--- config.mk ---
export PLATFORM = sky130hd
export DESIGN_NAME = ssr_bank
export DESIGN_NICKNAME = d
export VERILOG_FILES = /design/src/ssr_pkg.sv /design/src/ssr_time_if.sv /design/src/ssr_uptime.sv /design/src/ssr_bank.sv
export SDC_FILE = /design/constraint.sdc
export NUM_CORES = 1
export LEC_CHECK = 0
export BUFFER_PORTS_ARGS = -buffer_cell sky130_fd_sc_hd__buf_2
export CAP_MARGIN = 10
export CORE_ASPECT_RATIO = 0.6
export CORE_MARGIN = 3
export CORE_UTILIZATION = 28
export CTS_CLUSTER_DIAMETER = 80
export DETAILED_ROUTE_END_ITERATION = 10
export MAX_ROUTING_LAYER = met4
export PLACE_DENSITY_LB_ADDON = 0.05
export SLEW_MARGIN = 0
export SYNTH_ARGS = -nofsm -noshare
export SYNTH_HDL_FRONTEND = slang
export SYNTH_SLANG_ARGS = --single-unit
--- constraint.sdc ---
create_clock -name clk -period 2.9 [get_ports clk]
set_clock_uncertainty 0.05 [all_clocks]
set_input_delay 0.58 -clock clk [delete_from_list [all_inputs] [get_ports clk]]
set_output_delay 0.58 -clock clk [all_outputs]
set_load 0.1 [all_outputs]
--- src/ssr_pkg.sv ---
/*
 * ssr_pkg: constants shared by the sensor status register bank.
 * Assumes a single 125 MHz system clock and a register port that sees
 * one decoded register request at a time from the Modbus framing logic.
 */
package ssr_pkg;

  // register offsets, as register numbers on the Modbus side
  localparam logic [15:0] ADDR_FAULT      = 16'h0005;
  localparam logic [15:0] ADDR_FW_LOW     = 16'h001B;
  localparam logic [15:0] ADDR_BATT_PCT   = 16'h2007;
  localparam logic [15:0] ADDR_BATT_MIN   = 16'h2008;
  localparam logic [15:0] ADDR_FW_HIGH    = 16'h2009;
  localparam logic [15:0] ADDR_SLEEP      = 16'h200A;
  localparam logic [15:0] ADDR_CONTROL    = 16'h200B;
  localparam logic [15:0] ADDR_STATUS     = 16'h200C;
  localparam logic [15:0] ADDR_FAILS      = 16'h200E;
  localparam logic [15:0] ADDR_UP_SEC_HI  = 16'h2010;
  localparam logic [15:0] ADDR_UP_SEC_LO  = 16'h2011;
  localparam logic [15:0] ADDR_UP_MS      = 16'h2012;

  // fault word bit positions
  localparam int unsigned FB_CALIB     = 14;
  localparam int unsigned FB_ZERO      = 12;
  localparam int unsigned FB_RANGE     = 11;
  localparam int unsigned FB_CLEARING  = 9;
  localparam int unsigned FB_SENSOR    = 7;
  localparam int unsigned FB_PROCESSOR = 6;
  localparam int unsigned FB_MEMORY    = 5;
  localparam int unsigned FB_TEMP      = 2;
  localparam int unsigned FB_SPAN      = 1;
  localparam int unsigned FB_GLOBAL    = 0;

  // control register bits
  localparam int unsigned CB_EXC_EN     = 11;
  localparam int unsigned CB_RST_RADIO  = 7;
  localparam int unsigned CB_RST_MCU    = 6;
  localparam logic [15:0] CONTROL_RESET = 16'h0000;
  localparam logic [15:0] CONTROL_MASK  = 16'h08C0;

  // transceiver status bits; bits 6 and 2 are fixed ones
  localparam int unsigned SB_BATT_FAULT = 5;
  localparam int unsigned SB_BATT_DET   = 4;
  localparam logic [15:0] STATUS_FIXED  = 16'h0044;

  // battery figures
  localparam logic [15:0] BATT_FAIL_STEP = 16'h0004;
  localparam logic [15:0] BATT_FAIL_MAX  = 16'hFFFF;
  localparam logic [15:0] BATT_PCT_MAX   = 16'h0064;
  localparam logic [15:0] BATT_MIN_MAX   = 16'hFFFF;
  localparam logic [15:0] SLEEP_RESET    = 16'h0000;

  // Modbus function and exception codes
  localparam logic [7:0] FUNC_READ       = 8'h03;
  localparam logic [7:0] FUNC_WRITE_ONE  = 8'h06;
  localparam logic [7:0] FUNC_WRITE_MANY = 8'h10;
  localparam logic [7:0] EXC_NONE        = 8'h00;
  localparam logic [7:0] EXC_BAD_FUNC    = 8'h01;
  localparam logic [7:0] EXC_BAD_ADDR    = 8'h02;

  // timebase
  localparam int unsigned CLK_PERIOD_NS  = 8;
  localparam int unsigned MS_PERIOD_NS   = 1000000;
  localparam int unsigned MS_TICK_CYCLES = MS_PERIOD_NS / CLK_PERIOD_NS;
  localparam logic [15:0] MS_LAST        = 16'h03E7;

  // firmware version defaults; values are arbitrary
  localparam logic [7:0] FW_MAJOR_DEFAULT = 8'h01;
  localparam logic [7:0] FW_MINOR_DEFAULT = 8'h00;

endpackage

--- src/ssr_time_if.sv ---
/*
 * ssr_time_if: timebase signals from the uptime timer to the bank.
 * Assumes both ends sit on the same system clock.
 */
`timescale 1ns/100ps
interface ssr_time_if;
  logic        clear;
  logic        sec_tick;
  logic [15:0] ms_count;
  logic [31:0] sec_count;

  modport timer (
    input  clear,
    output sec_tick,
    output ms_count,
    output sec_count
  );

  modport user (
    output clear,
    input  sec_tick,
    input  ms_count,
    input  sec_count
  );
endinterface

--- src/ssr_uptime.sv ---
/*
 * ssr_uptime: millisecond prescaler, millisecond and seconds counters.
 * Assumes clear is a registered one-cycle pulse from the register bank.
 */
`timescale 1ns/100ps
module ssr_uptime
  import ssr_pkg::*;
#(
  parameter int unsigned TICK_CYCLES = MS_TICK_CYCLES
) (
  input wire logic clk,
  input wire logic sys_rst,
  ssr_time_if.timer tm
);
  localparam int unsigned PW = $clog2(TICK_CYCLES);
  localparam logic [PW-1:0] PRE_LAST = PW'(TICK_CYCLES - 1);

  logic [PW-1:0] pre;
  logic          ms_hit;
  logic          sec_hit;

  assign ms_hit  = (pre == PRE_LAST);
  assign sec_hit = ms_hit && (tm.ms_count == MS_LAST);

  always_ff @(posedge clk) begin
    if (sys_rst || tm.clear) begin
      pre          <= '0;
      tm.sec_tick  <= 1'b0;
      tm.ms_count  <= '0;
      tm.sec_count <= '0;
    end else begin
      pre          <= ms_hit ? '0 : pre + 1'b1;
      tm.sec_tick  <= sec_hit;
      if (ms_hit) begin
        tm.ms_count <= sec_hit ? '0 : tm.ms_count + 16'h0001;
      end
      if (sec_hit) begin
        tm.sec_count <= tm.sec_count + 32'h0000_0001;
      end
    end
  end
endmodule

--- src/ssr_bank.sv ---
/*
 * ssr_bank: status and control register bank of a wireless gas sensor
 * node, answering decoded Modbus register requests one at a time.
 * Assumes the framing logic splits multi-register writes into single
 * requests and that all inputs are synchronous to clk.
 */
// Summary of operation
// - fault word high byte: calibration 14, zero 12, range 11, clearing 9
// - fault word low byte: sensor 7, processor 6, memory 5, temp 2, span 1
// - each fault bit follows its live condition, one means true
// - battery detected resets to zero, sets on first good poll
// - battery fault resets zero, per poll equals detected and poll failed
// - each failed battery poll adds four to the failure counter
// - writing zero to the failure counter clears it; with a failed poll in the same cycle it becomes four
// - life as percent up to 100 and minutes saturating at 65535
// - firmware word holds major revision high, minor revision low
// - countdown is zero after reset and the radio stays active
// - nonzero countdown decrements each second, radio wakes at zero
// - only the radio sleeps; register port stays live; any 16-bit value
// - control resets zero; bit 11 exceptions, bit 7 full, bit 6 mcu reset
// - status bit 5 battery fault, bit 4 detected, bits 6 and 2 read one
// - two words form a 32-bit seconds count, cleared at any reset
// - millisecond count runs 0 to 999 and wraps, cleared at any reset
// - upper seconds half at the lower address, lower half at the next
// - writes to read-only registers answer normally and change nothing
// - reads use function 03, writes use function 06 or 16
`timescale 1ns/100ps
module ssr_bank
  import ssr_pkg::*;
#(
  parameter int unsigned TICK_CYCLES = MS_TICK_CYCLES,
  parameter logic [7:0]  FW_MAJOR    = FW_MAJOR_DEFAULT,
  parameter logic [7:0]  FW_MINOR    = FW_MINOR_DEFAULT
) (
  input  wire logic        clk,
  input  wire logic        sys_rst,
  // register request from the Modbus framing logic
  input  wire logic        req_valid,
  input  wire logic [7:0]  req_func,
  input  wire logic [15:0] req_addr,
  input  wire logic [15:0] req_wdata,
  output logic             rsp_valid,
  output logic [15:0]      rsp_data,
  output logic             rsp_exception,
  output logic [7:0]       rsp_exc_code,
  // live sensor fault conditions
  input  wire logic        calib_mode,
  input  wire logic        zero_fault,
  input  wire logic        range_fault,
  input  wire logic        clearing_fault,
  input  wire logic        sensor_fault,
  input  wire logic        processor_fault,
  input  wire logic        memory_fault,
  input  wire logic        temp_fault,
  input  wire logic        span_fault,
  input  wire logic        global_fault,
  // battery poll results
  input  wire logic        batt_poll_done,
  input  wire logic        batt_poll_ok,
  input  wire logic [15:0] batt_pct_in,
  input  wire logic [31:0] batt_min_in,
  // effects on the rest of the node
  output logic             radio_low_power,
  output logic             mcu_reset_pulse,
  output logic             radio_reset_pulse
);

  ssr_time_if tm ();

  ssr_uptime #(
    .TICK_CYCLES (TICK_CYCLES)
  ) u_uptime (
    .clk     (clk),
    .sys_rst (sys_rst),
    .tm      (tm)
  );

  logic [15:0] fault_word;
  logic [15:0] control;
  logic [15:0] sleep_count;
  logic [15:0] fail_count;
  logic [15:0] batt_pct;
  logic [15:0] batt_min;
  logic        batt_detect;
  logic        batt_fault;
  logic        soft_rst;

  logic        func_read;
  logic        func_write;
  logic        func_ok;
  logic        addr_ok;
  logic        do_write;
  logic        exc_en;
  logic        give_exc;
  logic        wr_sleep;
  logic        wr_control;
  logic        wr_fails;
  logic        fail_hit;
  logic        sec_dec;
  logic        next_detect;
  logic [15:0] next_fails;
  logic [15:0] next_sleep;
  logic [15:0] status_word;
  logic [15:0] fw_word;
  logic [15:0] read_mux;
  logic [15:0] pct_clamped;
  logic [15:0] min_clamped;
  logic [15:0] fail_sum;
  logic [7:0]  exc_code;

  // function decode
  assign func_read  = (req_func == FUNC_READ);
  assign func_write = (req_func == FUNC_WRITE_ONE) ||
                      (req_func == FUNC_WRITE_MANY);
  assign func_ok    = func_read || func_write;
  assign exc_en     = control[CB_EXC_EN];

  assign addr_ok = (req_addr == ADDR_FAULT)     ||
                   (req_addr == ADDR_FW_LOW)    ||
                   (req_addr == ADDR_BATT_PCT)  ||
                   (req_addr == ADDR_BATT_MIN)  ||
                   (req_addr == ADDR_FW_HIGH)   ||
                   (req_addr == ADDR_SLEEP)     ||
                   (req_addr == ADDR_CONTROL)   ||
                   (req_addr == ADDR_STATUS)    ||
                   (req_addr == ADDR_FAILS)     ||
                   (req_addr == ADDR_UP_SEC_HI) ||
                   (req_addr == ADDR_UP_SEC_LO) ||
                   (req_addr == ADDR_UP_MS);

  // with exceptions off, bad requests still get a plain answer
  assign exc_code = !func_ok ? EXC_BAD_FUNC :
                    !addr_ok ? EXC_BAD_ADDR : EXC_NONE;
  assign give_exc = exc_en && (exc_code != EXC_NONE);

  // only writable registers see strobes; others ignore writes
  assign do_write   = req_valid && func_write && !give_exc;
  assign wr_sleep   = do_write && (req_addr == ADDR_SLEEP);
  assign wr_control = do_write && (req_addr == ADDR_CONTROL);
  assign wr_fails   = do_write && (req_addr == ADDR_FAILS);

  // fault word is a live view of the conditions, not latched
  always_comb begin
    fault_word               = 16'h0000;
    fault_word[FB_CALIB]     = calib_mode;
    fault_word[FB_ZERO]      = zero_fault;
    fault_word[FB_RANGE]     = range_fault;
    fault_word[FB_CLEARING]  = clearing_fault;
    fault_word[FB_SENSOR]    = sensor_fault;
    fault_word[FB_PROCESSOR] = processor_fault;
    fault_word[FB_MEMORY]    = memory_fault;
    fault_word[FB_TEMP]      = temp_fault;
    fault_word[FB_SPAN]      = span_fault;
    fault_word[FB_GLOBAL]    = global_fault;
  end

  always_comb begin
    status_word                = STATUS_FIXED;
    status_word[SB_BATT_FAULT] = batt_fault;
    status_word[SB_BATT_DET]   = batt_detect;
  end

  assign fw_word = {FW_MAJOR, FW_MINOR};

  // battery life limits
  assign pct_clamped = (batt_pct_in > BATT_PCT_MAX) ?
                       BATT_PCT_MAX : batt_pct_in;
  assign min_clamped = (|batt_min_in[31:16]) ?
                       BATT_MIN_MAX : batt_min_in[15:0];

  // battery poll bookkeeping
  assign fail_hit    = batt_poll_done && !batt_poll_ok;
  assign next_detect = batt_detect || (batt_poll_done && batt_poll_ok);
  // counter saturates rather than wrapping back to a small count
  assign fail_sum    = (fail_count > (BATT_FAIL_MAX - BATT_FAIL_STEP)) ?
                       BATT_FAIL_MAX : fail_count + BATT_FAIL_STEP;

  // a failure in the same cycle as a clear is still counted
  assign next_fails = fail_hit ? ((wr_fails && req_wdata == 16'h0000) ?
                                  BATT_FAIL_STEP : fail_sum) :
                      (wr_fails && req_wdata == 16'h0000) ?
                      16'h0000 : fail_count;

  // countdown: a new write takes precedence over the second tick
  assign sec_dec    = tm.sec_tick && (sleep_count != SLEEP_RESET);
  assign next_sleep = wr_sleep ? req_wdata :
                      sec_dec  ? sleep_count - 16'h0001 :
                      sleep_count;

  // read selection
  always_comb begin
    case (req_addr)
      ADDR_FAULT:     read_mux = fault_word;
      ADDR_FW_LOW:    read_mux = fw_word;
      ADDR_BATT_PCT:  read_mux = batt_pct;
      ADDR_BATT_MIN:  read_mux = batt_min;
      ADDR_FW_HIGH:   read_mux = fw_word;
      ADDR_SLEEP:     read_mux = sleep_count;
      ADDR_CONTROL:   read_mux = control;
      ADDR_STATUS:    read_mux = status_word;
      ADDR_FAILS:     read_mux = fail_count;
      ADDR_UP_SEC_HI: read_mux = tm.sec_count[31:16];
      ADDR_UP_SEC_LO: read_mux = tm.sec_count[15:0];
      ADDR_UP_MS:     read_mux = tm.ms_count;
      default:        read_mux = 16'h0000;
    endcase
  end

  // microcontroller reset restarts uptime and the node's own state
  assign tm.clear = soft_rst;

  always_ff @(posedge clk) begin
    if (sys_rst || soft_rst) begin
      batt_detect <= 1'b0;
      batt_fault  <= 1'b0;
      fail_count  <= 16'h0000;
      batt_pct    <= 16'h0000;
      batt_min    <= 16'h0000;
    end else begin
      batt_detect <= next_detect;
      if (batt_poll_done) begin
        batt_fault <= next_detect && !batt_poll_ok;
      end
      if (batt_poll_done && batt_poll_ok) begin
        batt_pct <= pct_clamped;
        batt_min <= min_clamped;
      end
      fail_count <= next_fails;
    end
  end

  always_ff @(posedge clk) begin
    if (sys_rst || soft_rst) begin
      control         <= CONTROL_RESET;
      sleep_count     <= SLEEP_RESET;
      radio_low_power <= 1'b0;
    end else begin
      if (wr_control) begin
        control <= req_wdata & CONTROL_MASK;
      end
      sleep_count     <= next_sleep;
      radio_low_power <= (next_sleep != SLEEP_RESET);
    end
  end

  // reset bits act once and clear with the rest of the control state
  always_ff @(posedge clk) begin
    if (sys_rst) begin
      soft_rst          <= 1'b0;
      mcu_reset_pulse   <= 1'b0;
      radio_reset_pulse <= 1'b0;
    end else begin
      soft_rst          <= wr_control && (req_wdata[CB_RST_RADIO] ||
                                          req_wdata[CB_RST_MCU]);
      mcu_reset_pulse   <= wr_control && (req_wdata[CB_RST_RADIO] ||
                                          req_wdata[CB_RST_MCU]);
      radio_reset_pulse <= wr_control && req_wdata[CB_RST_RADIO];
    end
  end

  // every request gets one answer on the next edge
  always_ff @(posedge clk) begin
    if (sys_rst) begin
      rsp_valid     <= 1'b0;
      rsp_data      <= 16'h0000;
      rsp_exception <= 1'b0;
      rsp_exc_code  <= EXC_NONE;
    end else begin
      rsp_valid     <= req_valid;
      if (req_valid) begin
        rsp_exception <= give_exc;
        rsp_exc_code  <= give_exc ? exc_code : EXC_NONE;
        rsp_data      <= give_exc ? 16'h0000 :
                         func_read ? read_mux : req_wdata;
      end
    end
  end

endmodule

======== Word level (Yosys, flattened, before mapping) ========
Index checks and enable logic that the tools add are counted.
operators by class
  $add $sub $neg .......................... 5
  $lt $le $gt $ge ......................... 2
  equal/unequal tests ..................... 17
  mux-type cells .......................... 15
  reduce and logical (&&, ||, !) cells .... 40
operator list
  operator                                                               number
  16-bit two-way mux                                                     11
  16-bit case mux with 11 select lines                                   1
  16-bit by 14-bit == test with 1-bit output, second input constant      10
  32-bit by 1-bit adder with 32-bit output, second input constant        1
  16-bit nonzero test                                                    2
  17-bit by 1-bit adder with 17-bit output, second input constant        1
  17-bit == test, second input constant                                  1
  16-bit by 1-bit adder with 16-bit output, second input constant        1
  16-bit by 3-bit adder with 16-bit output, second input constant        1
  16-bit by 10-bit == test with 1-bit output, second input constant      1
  16-bit by 3-bit == test with 1-bit output, second input constant       1
  16-bit by 5-bit == test with 1-bit output, second input constant       1
  16-bit > comparator, second input constant                             1
  16-bit by 7-bit > comparator with 1-bit output, second input constant  1
  16-bit zero test                                                       1
  1-bit logical OR                                                       16
  16-bit OR reduction                                                    1
  16-bit by 1-bit subtractor with 16-bit output, second input constant   1
  1-bit logical AND                                                      14
  8-bit by 2-bit == test with 1-bit output, second input constant        1
  8-bit by 3-bit == test with 1-bit output, second input constant        1
  8-bit by 5-bit == test with 1-bit output, second input constant        1
  8-bit nonzero test                                                     1
  2-bit two-way mux                                                      3
  3 further kinds                                                        5
word-level totals
  bits in registers ....................... 164
  input bits .............................. 103
  word-level logic and storage cells ...... 97

======== Depth between registers and ports, before layout ========
  depth in word-level cells ............... 22
  gate-level depth with buffers ........... 10
  mapped depth without buffers ............ 9

======== Cells and area by module ========
A second synthesis with hierarchy kept.
second synthesis, totals
  cell total of the unflattened synthesis .. 982
  area, all modules ....................... 8335.5 sq um
modules (own cells, without submodules)
  module      times used  cells an instance  area an instance (sq um)  seq. area each (sq um)
  ssr_bank    1           611                5205.0                    1821.7
  ssr_uptime  1           371                3130.5                    1321.3

======== Least setup slack after synthesis ========
No wires, ideal clock.
  path kind ............................... input to register
  start point ............................. in req_func[3]
  end point ............................... reg rsp_data[15]
  data arrival time ....................... 2.514 ns
  slack ................................... 0.267 ns
  cell stages on the path ................. 8
  buffers on the path ..................... 3
  path through ............................ or4_4 > buf_6 > or4_4 > buf_6 > nor4b_4 > buf_6 > a22oi_1 > o21ai_2
between the ends
  cells in the longest elaborated chain, start to end .. 7
ends and longest elaborated chain
  element                                                                                               line                              RTL
  start, declared                                                                                       ssr_bank.sv:39                    input wire logic [7:0] req_func,
  8-bit by 3-bit == test with 1-bit output or 8-bit by 5-bit == test with 1-bit output (tied branches)  ssr_bank.sv:113, ssr_bank.sv:114
  1-bit logical OR                                                                                      ssr_bank.sv:113                   assign func_write = (req_func == FUNC_WRITE_ONE) ||
  1-bit logical OR                                                                                      ssr_bank.sv:115                   assign func_ok = func_read || func_write;
  2-bit two-way mux                                                                                     ssr_bank.sv:132                   assign exc_code = !func_ok ? EXC_BAD_FUNC :
  8-bit nonzero test                                                                                    ssr_bank.sv:134                   assign give_exc = exc_en && (exc_code != EXC_NONE);
  1-bit logical AND                                                                                     ssr_bank.sv:134
  16-bit two-way mux (*)                                                                                ssr_bank.sv:273                   rsp_data <= give_exc ? 16'h0000 :
  end signal, assigned                                                                                  ssr_bank.sv:273
  end, declared                                                                                         ssr_bank.sv:43                    output logic [15:0] rsp_data,
Mark *: on every way between the ends. The rest lies on a longest branch, timed or not.
A chain may end at the register's enable or synchronous reset.

======== Worst setup path in the final report ========
  start point ............................. reg sleep_count[13]
  end point ............................... reg radio_low_power
between the ends
  cells in the longest elaborated chain, start to end .. 5
ends and longest elaborated chain
  element                                                                                line             RTL
  start, declared                                                                        ssr_bank.sv:80   logic [15:0] sleep_count;
  start signal, assigned                                                                 ssr_bank.sv:241  sleep_count <= next_sleep;
  branches (longest 2 deep; another with 16-bit by 1-bit subtractor with 16-bit output)  n/a
  16-bit two-way mux (*)                                                                 ssr_bank.sv:187  sec_dec ? sleep_count - 16'h0001 :
  16-bit two-way mux (*)                                                                 ssr_bank.sv:186  assign next_sleep = wr_sleep ? req_wdata :
  16-bit nonzero test (*)                                                                ssr_bank.sv:242  radio_low_power <= (next_sleep != SLEEP_RESET);
  end signal, assigned                                                                   ssr_bank.sv:242
  end, declared                                                                          ssr_bank.sv:63   output logic radio_low_power,
Every way passes the cells marked *.

==> results.ini <==
[finish]
nNetsFinal = 1225
area_growth_pct = 22.8
layout_common_cells = 157 x dfxtp_1, 125 x nor2_1, 125 x buf_2
design_area_sq_um = 10100
layout_commonest_cell = dfxtp_1
final_core_util = 0.358
diodes = 0
layout-drive-gt1-share = 0.238
final_cell_count_no_fill = 1494

[setup_path]
crit_path_start = sleep_count[13]
crit_chain = or4_1 -> nor4b_1 -> or2_0 -> nor3_1 -> xor2_1 -> nor4_1 -> a21oi_1
cp-end-kind = flip-flop
cp.required_ns = 3.17
critPathLaunchType = flip-flop
regToRegEndpoint = radio_low_power
critPathKind = flip-flop to flip-flop
critical_path_depth = 7
arrival_ns = 2.88
slowest_delay_ns = 0.61
crit_family = simple AND/OR/NAND/NOR gates
timing.rr.start = sleep_count[13]
regToRegSetupSlack_ns = 0.30
crit_path_end = radio_low_power
worstRegToRegCells = 7
cp_max_fo = 6
critPathSlowestCell = or4_1
critPathBufInv = 0

[route]
drt-total-wl_um = 31400
vias = 7812
post_drt_wl_per_cell_um = 21.0
drt_iter0_drc = 817
first_pass_iters = 5
drc = 0
antenna_left = 0
via_per_inst = 5.23

[floorplanning]
die_area_sq_um = 31500
start_util = 0.291
rows = 47
io-pin-count = 132
fp.dieW_um = 227
die_h_um = 139
core_area_sq_um = 28200

[synth]
synthAdderAreaFrac = 0.0107
ys.flop_type = dfxtp_1
syn-mean-instance-area_sq_um = 8.47
synth-compound-area-share = 0.183
synth_seq_cells = 157
synthXorXnorAreaFrac = 0.0831
synth_warnings = 0
synth-simple-area-share = 0.268
muxShareOfSynthArea = 0.0236
synth_cell_types = 73
synth_top_family_by_area = simple AND/OR/NAND/NOR gates
syn_inst = 971
synth_edf_count = 0
postSynth.asyncResetShare = 0
synth.cell_area_sq_um = 8220
seq_area_frac_synth = 0.382

[sta]
setup_violations = 0
finalCritPeriodShare = 0.898
hold_violations = 0
fmax_ghz = 0.384
rsz0062_at_grt = false
finalSetupTns_ns = 0
slew_viol_final = 0
hold-worst-slack_ns = 0.325
slew-limit-headroom = 0.601
period_needed_ns = 2.60
worst_pin_slew_ns = 0.599

[cts]
clock_sinks = 157
cts_buffer_depth = 2
clk_latency_ns = 0.45
ctsHoldBuffers = 0
cts-root-buf = clkbuf_16
path_clk_slew_ns = 0.07
cts_tree = done
numCtsBuffers = 17
cts_htree_levels = 4
post_cts_buffers = 0
cts_resized = 0

[grt]
top_usage_layer = met1
globalRouteMet1Util = 0.344
grt_max_degree = 61
grt.met3_usage = 0.0415
groute.usage.overall = 0.205
grt_use_met2 = 0.234
grt_first_pass_wirelength_um = 46700
antenna_found_initial = 0
grt_pass1_vias = 7076
grt.overflow.total = 0

[pwr]
p_per_area_nw_per_um2 = 495
power_frac_clock = 0.456
p_int_mw = 3.65
ir_drop_mv = 0.278
p_switching_mw = 1.35
p_leak_nw = 3.93
switching_share = 0.269
combPwrFrac = 0.098
seqPwrFrac = 0.446

[placement]
post-place-cells = 1463
dpl.hpwl_um = 24300
dpl_cell_area_sq_um = 9520
gp_congestion = 0.830
numPortBuffers = 125

[hold_path]
hp-start = batt_pct_in[2]
min_path_type = input pin to flip-flop

[status]
status = finished, final reports clean

[run]
drv_cap = 0

-- logic make-up after synthesis --
group / Yosys count
simple gates: 413
compound gates: 208
flops: 157
buf+inv: 88
xor+xnor: 78
mux: 19
fa+ha+maj: 7
other cells: 1
-- power groups by stage --
stage | Clock [mW] | Combinational (mW) | Sequential [mW]
after floorplan | 0 | 0.206 | 2.36
after global placement | 0 | 0.486 | 2.28
after detailed placement | 0 | 0.484 | 2.28
after CTS | 2.34 | 0.486 | 2.23
after global routing | 2.44 | 0.519 | 2.23
final | 2.28 | 0.488 | 2.23
-- state kept, by name, summed over array words and instances (netlist names), 2 cells and up --
register               count
fail_count                15
rsp_data                  16
control                    3
u_uptime.tm.ms_count      16
u_uptime.tm.sec_count     32
sleep_count               16
rsp_exc_code               2
u_uptime.pre              17
batt_pct                  16
batt_min                  16
-- stage by stage --
step / setup slack (ns) / total power, mW
after CTS: 0.307 / 5.05
final: 0.297 / 5.00
after floorplan: 0.267 / 2.56
after global placement: 0.144 / 2.76
after detailed placement: 0.108 / 2.76
after global routing: 0.0963 / 5.19
-- synth_stat cells, types with 24 or more instances --
master    instances  area, sq um
a21oi_1          63          315
a22oi_1          30          225
and3_1           27          169
clkbuf_1         35          131
dfxtp_1         157         3140
inv_1            28          105
nand2_1          74          278
nand3_1          27          135
nor2_1          126          473
nor3_1           30          150
o21ai_0          24          120
xnor2_1          31          272
xor2_1           47          412
-- worst min-delay path by stage --
stage	endpoint	cells after the start
after floorplan	u_uptime.pre[0]	1
after global placement	rsp_data[6]	2
after detailed placement	rsp_data[6]	2
after CTS	batt_pct[2]	3
after global routing	batt_min[11]	2
final	batt_pct[2]	3
-- layer usage --
| metal | wire length, um | vias to the layer above |
|---|---|---|
| met5 | 0 | - |
| met4 | 367 | 0 |
| met3 | 2140 | 24 |
| met2 | 11000 | 263 |
| met1 | 17900 | 3726 |
| li1 | - | 3799 |
-- cell type report --
| class | instances | area, sq um |
|---|---|---|
| Fill cell | 2980 | 18100 |
| Multi-Input combinational cell | 731 | 4700 |
| Sequential cell | 157 | 3140 |
| Timing Repair Buffer | 180 | 1110 |
| Clock buffer | 21 | 460 |
| Tap cell | 367 | 459 |
| Clock inverter | 10 | 116 |
| Inverter | 28 | 105 |
-- worst min-delay path: stages --
cell and delay [ns]:
buf_2 0.10, inv_1 0.04, a21oi_1 0.05
(Power assumes the default switching activity.)
